===== config.mk =====
export PLATFORM = sky130hd
export DESIGN_NAME = mct_tx_selector
export DESIGN_NICKNAME = d
export VERILOG_FILES = /design/src/design/mct_pkg.sv /design/src/design/mct_hp_fifo.sv /design/src/design/mct_tx_selector.sv
export SDC_FILE = /design/constraint.sdc
export NUM_CORES = 1
export LEC_CHECK = 0
export ABC_AREA = 0
export BUFFER_PORTS_ARGS = -buffer_cell sky130_fd_sc_hd__buf_2
export CORE_MARGIN = 8
export CORE_UTILIZATION = 34
export DETAILED_ROUTE_END_ITERATION = 16
export SLEW_MARGIN = 15
export SYNTH_ARGS = -nofsm -noshare
export SYNTH_HDL_FRONTEND = slang
export SYNTH_SLANG_ARGS = --single-unit

===== constraint.sdc =====
create_clock -name clock -period 2 [get_ports clock]
set_input_delay 0.3 -clock clock [delete_from_list [all_inputs] [get_ports clock]]
set_output_delay 0.3 -clock clock [all_outputs]
set_load 0.02 [all_outputs]

===== src/design/mct_pkg.sv =====
// Constants, types and register map of the maintenance channel transmit
// selector.
// Assumes a single 50 MHz clock and the plain register port of the top.
package mct_pkg;

	// ------------------------------------------------------------------
	// Widths
	// ------------------------------------------------------------------
	localparam int unsigned NIB_W  = 4;
	localparam int unsigned ADDR_W = 4;
	localparam int unsigned DATA_W = 8;
	localparam int unsigned STAT_W = 2;

	// ------------------------------------------------------------------
	// Register map (word addresses on the register port)
	// ------------------------------------------------------------------
	localparam logic [ADDR_W-1:0] REG_LOW_PRIO  = 4'h0;
	localparam logic [ADDR_W-1:0] REG_HIGH_PRIO = 4'h1;
	localparam logic [ADDR_W-1:0] REG_CTRL      = 4'h2;
	localparam logic [ADDR_W-1:0] REG_STATUS    = 4'h3;
	localparam logic [ADDR_W-1:0] REG_MASK      = 4'h4;
	localparam logic [ADDR_W-1:0] REG_TX_MON    = 4'h5;

	// Field positions
	localparam int unsigned CTRL_TICK_EN = 0;
	localparam int unsigned STAT_TICK    = 0;
	localparam int unsigned STAT_RX_ERR  = 1;
	localparam int unsigned MON_FROM_HI  = 4;
	localparam int unsigned MON_OCC_LSB  = 5;

	// Reset values
	localparam logic [NIB_W-1:0]  LOW_PRIO_RST = 4'h0;
	localparam logic [STAT_W-1:0] STATUS_RST   = 2'h0;
	localparam logic [STAT_W-1:0] MASK_RST     = 2'h0;
	localparam logic              TICK_EN_RST  = 1'b0;
	localparam logic [DATA_W-1:0] RDATA_RST    = 8'h00;

	// ------------------------------------------------------------------
	// Timing
	// ------------------------------------------------------------------
	localparam int unsigned CLK_MHZ      = 50;
	localparam int unsigned MF_PERIOD_US = 5000;
	localparam int unsigned TICK_MS      = 30;
	localparam int unsigned MF_CYCLES_DEF = MF_PERIOD_US * CLK_MHZ;
	localparam int unsigned MF_PER_TICK  = TICK_MS * 1000 / MF_PERIOD_US;
	localparam logic [2:0]  MF_IDX_LAST  = 3'(MF_PER_TICK - 1);
	localparam logic [2:0]  MF_IDX_RST   = 3'h0;

	// ------------------------------------------------------------------
	// Types
	// ------------------------------------------------------------------
	typedef enum logic [2:0] {
		OCC_EMPTY = 3'b001,
		OCC_ONE   = 3'b010,
		OCC_TWO   = 3'b100
	} mct_occ_e;

	typedef struct packed {
		logic             from_high;
		logic [NIB_W-1:0] nibble;
	} mct_tx_s;

	localparam mct_tx_s TX_RST = '{from_high: 1'b0, nibble: 4'h0};

endpackage : mct_pkg


===== src/design/mct_hp_fifo.sv =====
// Two-entry high-priority queue; the oldest entry is the head.
// Assumes push and pop are single-cycle pulses on the one clock.
`timescale 1ns/1ps
module mct_hp_fifo #(
	parameter int unsigned W = mct_pkg::NIB_W
) (
	input  wire logic            clock,
	input  wire logic            rst_b,
	input  wire logic            push,
	input  wire logic [W-1:0]    push_data,
	input  wire logic            pop,
	output logic      [W-1:0]    head,
	output mct_pkg::mct_occ_e    occ,
	output logic                 empty
);

	// ------------------------------------------------------------------
	// Storage
	// ------------------------------------------------------------------
	logic [W-1:0]      slot [2];
	logic [W-1:0]      next_slot [2];
	mct_pkg::mct_occ_e next_occ;

	always_comb begin
		next_slot[0] = slot[0];
		next_slot[1] = slot[1];
		next_occ     = occ;
		case (occ)
			mct_pkg::OCC_EMPTY: begin
				if (push) begin
					next_slot[0] = push_data;
					next_occ     = mct_pkg::OCC_ONE;
				end
			end
			mct_pkg::OCC_ONE: begin
				if (push && pop) begin
					next_slot[0] = push_data;
				end else if (push) begin
					next_slot[1] = push_data;
					next_occ     = mct_pkg::OCC_TWO;
				end else if (pop) begin
					next_occ     = mct_pkg::OCC_EMPTY;
				end
			end
			mct_pkg::OCC_TWO: begin
				// Full push drops the oldest so an urgent word still goes out
				if (push || pop) begin
					next_slot[0] = slot[1];
				end
				if (push) begin
					next_slot[1] = push_data;
				end else if (pop) begin
					next_occ = mct_pkg::OCC_ONE;
				end
			end
			default: begin
				next_occ = mct_pkg::OCC_EMPTY;
			end
		endcase
	end

	always_ff @(posedge clock or negedge rst_b) begin
		if (!rst_b) begin
			slot[0] <= '0;
			slot[1] <= '0;
			occ     <= mct_pkg::OCC_EMPTY;
		end else begin
			slot[0] <= next_slot[0];
			slot[1] <= next_slot[1];
			occ     <= next_occ;
		end
	end

	assign head  = slot[0];
	assign empty = (occ == mct_pkg::OCC_EMPTY);

endmodule : mct_hp_fifo


===== src/design/mct_tx_selector.sv =====
// Transmit selector for the first maintenance subchannel of a network
// termination: low-priority register, two-deep high-priority queue,
// multiframe pacing and the 30 ms tick interrupt.
// Assumes a 50 MHz clock, synchronous inputs and a software driver on the
// plain register port.
`timescale 1ns/1ps

module mct_tx_selector #(
	parameter int unsigned MF_CYCLES = mct_pkg::MF_CYCLES_DEF
) (
	input  wire logic                        clock,
	input  wire logic                        rst_b,
	input  wire logic [mct_pkg::ADDR_W-1:0]  reg_addr,
	input  wire logic [mct_pkg::DATA_W-1:0]  reg_wdata,
	input  wire logic                        reg_wr,
	input  wire logic                        reg_rd,
	output logic      [mct_pkg::DATA_W-1:0]  reg_rdata,
	input  wire logic                        code_violation,
	output mct_pkg::mct_tx_s                 maint_subchannel_a,
	output logic                             tx_strobe,
	output logic                             rx_frame_error_ind,
	output logic                             multiframe_tick_irq,
	output logic                             irq
);

	localparam int unsigned CW = (MF_CYCLES > 1) ? $clog2(MF_CYCLES) : 1;
	localparam logic [CW-1:0] MF_LAST = CW'(MF_CYCLES - 1);

	// ------------------------------------------------------------------
	// Register decode
	// ------------------------------------------------------------------
	logic wr_low;
	logic wr_high;
	logic wr_ctrl;
	logic wr_status;
	logic wr_mask;

	assign wr_low    = reg_wr && (reg_addr == mct_pkg::REG_LOW_PRIO);
	assign wr_high   = reg_wr && (reg_addr == mct_pkg::REG_HIGH_PRIO);
	assign wr_ctrl   = reg_wr && (reg_addr == mct_pkg::REG_CTRL);
	assign wr_status = reg_wr && (reg_addr == mct_pkg::REG_STATUS);
	assign wr_mask   = reg_wr && (reg_addr == mct_pkg::REG_MASK);

	// ------------------------------------------------------------------
	// Multiframe and tick timing
	// ------------------------------------------------------------------
	logic [CW-1:0] mf_cnt;
	logic [CW-1:0] next_mf_cnt;
	logic [2:0]    mf_idx;
	logic [2:0]    next_mf_idx;
	logic          mf_boundary;
	logic          tick;

	// Free running so boundaries stay aligned whatever software does
	always_comb begin
		mf_boundary = (mf_cnt == MF_LAST);
		tick        = mf_boundary && (mf_idx == mct_pkg::MF_IDX_LAST);
		next_mf_cnt = mf_boundary ? '0 : mf_cnt + 1'b1;
		next_mf_idx = mf_idx;
		if (mf_boundary) begin
			next_mf_idx = (mf_idx == mct_pkg::MF_IDX_LAST) ?
				mct_pkg::MF_IDX_RST : mf_idx + 3'h1;
		end
	end

	always_ff @(posedge clock or negedge rst_b) begin
		if (!rst_b) begin
			mf_cnt <= '0;
			mf_idx <= mct_pkg::MF_IDX_RST;
		end else begin
			mf_cnt <= next_mf_cnt;
			mf_idx <= next_mf_idx;
		end
	end

	// ------------------------------------------------------------------
	// High-priority queue
	// ------------------------------------------------------------------
	logic [mct_pkg::NIB_W-1:0] hp_head;
	mct_pkg::mct_occ_e         hp_occ;
	logic                      hp_empty;
	logic                      hp_pop;

	assign hp_pop = mf_boundary && !hp_empty;

	mct_hp_fifo #(
		.W         (mct_pkg::NIB_W)
	) u_maint_high_prio_fifo (
		.clock     (clock),
		.rst_b     (rst_b),
		.push      (wr_high),
		.push_data (reg_wdata[mct_pkg::NIB_W-1:0]),
		.pop       (hp_pop),
		.head      (hp_head),
		.occ       (hp_occ),
		.empty     (hp_empty)
	);

	// ------------------------------------------------------------------
	// Control registers
	// ------------------------------------------------------------------
	logic [mct_pkg::NIB_W-1:0]  maint_low_prio_reg;
	logic [mct_pkg::NIB_W-1:0]  next_low_prio;
	logic                       tick_30ms_enable_cmd;
	logic                       next_tick_en;
	logic [mct_pkg::STAT_W-1:0] status;
	logic [mct_pkg::STAT_W-1:0] next_status;
	logic [mct_pkg::STAT_W-1:0] mask;
	logic [mct_pkg::STAT_W-1:0] next_mask;
	logic [mct_pkg::STAT_W-1:0] events;
	logic [mct_pkg::STAT_W-1:0] clr;

	always_comb begin
		// Low register only changes on a write, so it repeats forever
		next_low_prio = wr_low ? reg_wdata[mct_pkg::NIB_W-1:0] :
			maint_low_prio_reg;
		next_tick_en  = wr_ctrl ? reg_wdata[mct_pkg::CTRL_TICK_EN] :
			tick_30ms_enable_cmd;
		next_mask     = wr_mask ? reg_wdata[mct_pkg::STAT_W-1:0] : mask;
		events = '0;
		events[mct_pkg::STAT_TICK]   = tick && tick_30ms_enable_cmd;
		events[mct_pkg::STAT_RX_ERR] = code_violation;
		clr = wr_status ? reg_wdata[mct_pkg::STAT_W-1:0] : '0;
		// Set wins over a same-cycle write-one clear
		next_status = (status & ~clr) | events;
	end

	always_ff @(posedge clock or negedge rst_b) begin
		if (!rst_b) begin
			maint_low_prio_reg   <= mct_pkg::LOW_PRIO_RST;
			tick_30ms_enable_cmd <= mct_pkg::TICK_EN_RST;
			status               <= mct_pkg::STATUS_RST;
			mask                 <= mct_pkg::MASK_RST;
		end else begin
			maint_low_prio_reg   <= next_low_prio;
			tick_30ms_enable_cmd <= next_tick_en;
			status               <= next_status;
			mask                 <= next_mask;
		end
	end

	assign irq = |(status & mask);

	// ------------------------------------------------------------------
	// Transmit selection and indications
	// ------------------------------------------------------------------
	mct_pkg::mct_tx_s next_tx;
	logic             next_tx_strobe;
	logic             next_rx_err;
	logic             next_tick_irq;

	always_comb begin
		next_tx = maint_subchannel_a;
		if (mf_boundary) begin
			if (!hp_empty) begin
				next_tx.from_high = 1'b1;
				next_tx.nibble    = hp_head;
			end else begin
				next_tx.from_high = 1'b0;
				next_tx.nibble    = maint_low_prio_reg;
			end
		end
		next_tx_strobe = mf_boundary;
		next_rx_err    = code_violation;
		next_tick_irq  = tick && tick_30ms_enable_cmd;
	end

	always_ff @(posedge clock or negedge rst_b) begin
		if (!rst_b) begin
			maint_subchannel_a  <= mct_pkg::TX_RST;
			tx_strobe           <= 1'b0;
			rx_frame_error_ind  <= 1'b0;
			multiframe_tick_irq <= 1'b0;
		end else begin
			maint_subchannel_a  <= next_tx;
			tx_strobe           <= next_tx_strobe;
			rx_frame_error_ind  <= next_rx_err;
			multiframe_tick_irq <= next_tick_irq;
		end
	end

	// ------------------------------------------------------------------
	// Read port
	// ------------------------------------------------------------------
	logic [mct_pkg::DATA_W-1:0] next_rdata;
	logic [1:0]                 occ_count;

	always_comb begin
		case (hp_occ)
			mct_pkg::OCC_ONE: occ_count = 2'h1;
			mct_pkg::OCC_TWO: occ_count = 2'h2;
			default:          occ_count = 2'h0;
		endcase
		next_rdata = '0;
		if (reg_rd) begin
			case (reg_addr)
				mct_pkg::REG_LOW_PRIO:
					next_rdata[mct_pkg::NIB_W-1:0] = maint_low_prio_reg;
				mct_pkg::REG_HIGH_PRIO:
					next_rdata[mct_pkg::NIB_W-1:0] = hp_head;
				mct_pkg::REG_CTRL:
					next_rdata[mct_pkg::CTRL_TICK_EN] = tick_30ms_enable_cmd;
				mct_pkg::REG_STATUS:
					next_rdata[mct_pkg::STAT_W-1:0] = status;
				mct_pkg::REG_MASK:
					next_rdata[mct_pkg::STAT_W-1:0] = mask;
				mct_pkg::REG_TX_MON: begin
					next_rdata[mct_pkg::NIB_W-1:0] = maint_subchannel_a.nibble;
					next_rdata[mct_pkg::MON_FROM_HI] =
						maint_subchannel_a.from_high;
					next_rdata[mct_pkg::MON_OCC_LSB +: 2] = occ_count;
				end
				default: next_rdata = '0;
			endcase
		end
	end

	// Unmapped or idle cycles read back zero
	always_ff @(posedge clock or negedge rst_b) begin
		if (!rst_b) begin
			reg_rdata <= mct_pkg::RDATA_RST;
		end else begin
			reg_rdata <= next_rdata;
		end
	end

endmodule : mct_tx_selector


# After elaboration in Yosys (flattened, before gate mapping)
# Cells that the tools add are included.
# classes
n_addsub	2
n_eq_ne	17
mux	24
n_bitwise	4
reduce_logical	18
# op_table
cell	n
2-to-1 mux 3 bit	8
2-to-1 mux 4 bit	5
adder 18 x 1 -> 18 bit, second input constant	1
== test 18 bit, second input constant	1
2-to-1 mux 18 bit	1
one-hot mux 4 bit (3 select lines)	1
logical AND 1 bit	9
one-hot mux 3 bit (3 select lines)	1
== test 4 x 2 -> 1 bit, second input constant	2
== test 4 x 3 -> 1 bit, second input constant	2
!= test 2 x 1 -> 1 bit, second input constant	4
one-hot mux 4 bit (2 select lines)	1
2-to-1 mux 7 bit	1
== test 3 bit, second input constant	2
one-hot mux 1 bit (6 select lines)	1
one-hot mux 2 bit (3 select lines)	1
2-to-1 mux 5 bit	1
one-hot mux 1 bit (5 select lines)	1
AND reduction 5 bit	1
bitwise AND 2 bit	2
== test 4 x 1 -> 1 bit, second input constant	1
logical NOT 4 bit	1
!= test 2 bit, second input constant	2
one-hot mux 2 bit (2 select lines)	1
other kinds (14)	14
# totals
ff_bits	57

# Longest topological paths before layout
# logic_depth
depth_word	7
ltp_mapped	7

# By module
# From an unflattened synthesis, not the netlist that was laid out.
# unflattened
hier_cells	233
hier_area_um2	2713.9
# by_module_without_submodules
module	instances	cells_each	area_per_inst_um2
mct_tx_selector	1	181	2112.0
mct_hp_fifo	1	52	601.8

# Worst setup path after synthesis
# No wires, ideal clock.
# synth_timing
kind	register to register
start	reg mf_cnt[0]
end	reg u_maint_high_prio_fifo.slot (netlist bit u_maint_high_prio_fifo.head[0])
t_arrival_ns	1.741
required_ns	1.875
setup_slack_ns	0.134
path_stages_with_launch	7
path_buffers	0
synth_period_minus_slack_ns	1.866
path_cell_list	dfrtp_1 -> ha_1 -> nand3_2 -> or3_4 -> nor2_2 -> o31a_2 -> mux2_2
# synth_via
elab_chain_cells	5
word_cells_on_any_way	7
cone_classes	eq/ne: 3; reduce/logical: 4
# synth_lines
element	line	source
start, declared	mct_tx_selector.sv:47	logic [CW-1:0] mf_cnt;
start signal, assigned	mct_tx_selector.sv:71	mf_cnt <= next_mf_cnt;
== test 18 bit (*)	mct_tx_selector.sv:56	mf_boundary = (mf_cnt == MF_LAST);
logical AND 1 bit (*)	mct_tx_selector.sv:84	assign hp_pop = mf_boundary && !hp_empty;
logical OR 1 bit or logical AND 1 bit (tied branches)	mct_hp_fifo.sv:47, mct_hp_fifo.sv:36	
!= test 2 x 1 -> 1 bit (no line)	n/a	
AND reduction 4 bit (no line) (*)	n/a	
end, declared	mct_hp_fifo.sv:20	logic [W-1:0] slot [2];
# Every way passes the cells marked *; elsewhere a longest branch is shown, timed or not.
# A chain may end at the register's enable or synchronous reset.

# Worst setup path after layout
# layout_timing
start	reg mf_cnt[1]
end	reg u_maint_high_prio_fifo.slot (netlist bit u_maint_high_prio_fifo.head[0])
# The elaborated chain is that of the path after synthesis.

==> impl_metrics.env <==
export IMPL_status="finished, final reports clean"
export IMPL_dp_slack_ps=96.28
export IMPL_yosys_top_cells_area="dfrtp_1 52%, mux2_2 5.9%, nand2_1 5.0%"
export IMPL_multi_input_area_sq_mm=0.001207
export IMPL_synth_mux_area_fraction=0.1000
export IMPL_first_global_vias=1923
export IMPL_htreeDepth=2
export IMPL_worstSetupEndpointType="register"
export IMPL_synthTopCellsByCount="55 x dfrtp_1, 35 x nand2_1, 23 x nor2_1, 14 x mux2_2, 9 x xor2_1"
export IMPL_largest_reg_flops=18
export IMPL_yosys_area_top_type="dfrtp_1"
export IMPL_ys_ff_latch=56
export IMPL_seq_area_frac_synth=0.5288
export IMPL_min_delay_start="code_violation"
export IMPL_power_mw=2.119
export IMPL_rows=32
export IMPL_drv_max_cap_violation_count=0
export IMPL_synth_top_family_by_area="simple AND/OR/NAND/NOR gates"
export IMPL_synth_top_area_share=0.5189
export IMPL_synth_edf_count=0
export IMPL_yosys_warnings=0
export IMPL_cts_made_buffers=5
export IMPL_die_y_um=104.3
export IMPL_routed_wl_mm=5.497
export IMPL_startpoint="mf_cnt[1]"
export IMPL_synthArstFlopShare=1.000
export IMPL_drive_above_1_share=0.2823
export IMPL_route_vias_total=1937
export IMPL_die_area_sq_mm=0.01088
export IMPL_yosysMostFrequentCell="dfrtp_1"
export IMPL_n_antenna_cell=0
export IMPL_grt_max_degree=57
export IMPL_port_buffers=28
export IMPL_initial_core_util=0.3469
export IMPL_syn2layout_area_growth_pct=18.92
export IMPL_grt_pass1_wl_mm=9.535
export IMPL_grt_use_total=0.1046
export IMPL_p_leak_nw=1.466
export IMPL_synthSimpleGateAreaFrac=0.2193
export IMPL_place_congestion=0.8063
export IMPL_fin_crit_ps=1865
export IMPL_cp_required_ps=2200
export IMPL_crit_type="reg2reg"
export IMPL_peakVddDrop_mv=0.3064
export IMPL_vias_per_cell=4.891
export IMPL_reg_top3="mf_cnt x18, reg_rdata x7, maint_subchannel_a x5"
export IMPL_hold_viol=0
export IMPL_fillerInstances=754
export IMPL_synth_compound_area_frac=0.08066
export IMPL_p_per_area_mw_per_mm2=671.8
export IMPL_fin_ws_ps=134.5
export IMPL_max_clock_freq_mhz=536.1
export IMPL_grt_ovfl_total=0
export IMPL_largest_register="mf_cnt"
export IMPL_hpwl_mm=3.972
export IMPL_r2r_start="mf_cnt[1]"
export IMPL_wl_per_cell_um=13.88
export IMPL_synth_adder_area_share=0.004717
export IMPL_setup_violations=0
export IMPL_fin_area_sq_mm=0.003154
export IMPL_die_w_um=104.3
export IMPL_cts_buffer_depth=2
export IMPL_drc_errors=0
export IMPL_first_iter_violations=107
export IMPL_synth_distinct_cells=55
export IMPL_rsz0062_at_grt="no"
export IMPL_core_sq_mm=0.007647
export IMPL_syn_nets=262
export IMPL_insertion_delay_ps=310
export IMPL_whs_ps=108.7
export IMPL_path_max_fanout=4
export IMPL_fin_tns_setup_ps=0
export IMPL_clockRootBuffer="clkbuf_8"
export IMPL_drtAntennaViolNets=0
export IMPL_reg2reg_slack_ps=130
export IMPL_synth_xor_xnor_area_share=0.04906
export IMPL_layout_area_seq_sq_mm=0.001403
export IMPL_start_kind="register"
export IMPL_synth_cells=244
export IMPL_skew_ps=8.407
export IMPL_place_area_sq_mm=0.003033
export IMPL_fin_nets=311
export IMPL_syn_area_sq_mm=0.002653
export IMPL_antenna_found_initial=0
export IMPL_io_pins=34
export IMPL_hp_class="in2reg"
export IMPL_syn_area_per_cell_sq_um=10.87
export IMPL_firstDrtPassIters=4
export IMPL_timing_final_crit_share=0.9327
export IMPL_cts_tree="done"
export IMPL_cp_arrival_ps=2060
export IMPL_synthFlopType="dfrtp_1"
export IMPL_slew_viol_final=0
export IMPL_clkTransAtPathRegs_ps=100
export IMPL_cts_sinks=56
## final timing paths
| path | end | depth (start not counted) |
|---|---|---|
| max in group asynchronous | u_maint_high_prio_fifo.occ[0] | 3 |
| worst min register to register | mf_cnt[17] | 1 |
| worst min-delay path | rx_frame_error_ind | 1 |
| worst max register to register | u_maint_high_prio_fifo.head[0] | 6 |
| min in group asynchronous | multiframe_tick_irq | 3 |
| worst max-delay path | u_maint_high_prio_fifo.head[0] | 6 |
## area by class of cell
class | count | share of cell area
Sequential cell | 56 | 0.4447
Timing Repair Buffer | 48 | 0.09798
Tap cell | 102 | 0.04046
Multi-Input combinational cell | 180 | 0.3828
Inverter | 2 | 0.002380
Clock buffer | 8 | 0.03173
## kinds of logic (layout without fill, tap and decap cells)
logic type                 after synthesis  in the layout
and+or+nand+nor                        109            109
DFF                                     56             56
AOI/OAI and AO/OA                       32             32
muxes                                   23             23
xor gates and xnor gates                14             14
buffers and inverters                    8             58
adders and majority gates                1              1
other                                    1              1
## placed cells by master (no fill, tap or decap), types with 4 or more instances in the layout
master	netlist	routed
mux2_2	14	14
nor2b_1	8	8
clkbuf_8	0	7
nor2_1	23	23
o21ai_0	6	6
nand3_1	6	6
mux2_1	4	4
mux2i_1	4	4
o21ai_1	4	4
and3_1	6	6
buf_4	1	17
nand2_1	35	35
buf_2	1	28
xor2_1	9	9
dfrtp_1	55	55
a21oi_1	4	4
nand4_1	5	5
xnor2_1	4	4
## power by group
group,internal [mW],leakage (nW),switching (mW),total [mW]
Clock,0.317,0.0515,0.350,0.667
Combinational,0.107,0.679,0.105,0.212
Sequential,1.19,0.735,0.0462,1.24
## stage by stage
step | std cells | util
2_1_floorplan | 244 | -
3_3_place_gp | 386 | 0.3966
3_5_place_dp | 386 | 0.3966
4_1_cts | 395 | 0.4110
5_1_grt | 396 | 0.4125
6_report | 396 | 0.4125
## what timing repair did
action                                 CTS  global route
setup endpoints to repair                0             3
hold buffers                             1             0
endpoints found under the hold margin   55             0
resized for setup                        0             1
setup buffers                            0             1
## per-layer routing
metal / GRT usage / wire length, um / up-vias
met5: 0 / 0 / -
met4: 0.03516 / 70 / 0
met3: 0.02726 / 203 / 5
met2: 0.1639 / 2564 / 34
met1: 0.1361 / 2659 / 945
li1: - / - / 953
## worst max-delay path, cell delays in order, from the launching register on
cell,delay [ps]
dfrtp_1,390
ha_1,190
nand3_2,90
or3_4,390
nor2_2,140
o31a_2,220
mux2_2,340
Power figures use the tool's default switching activity.
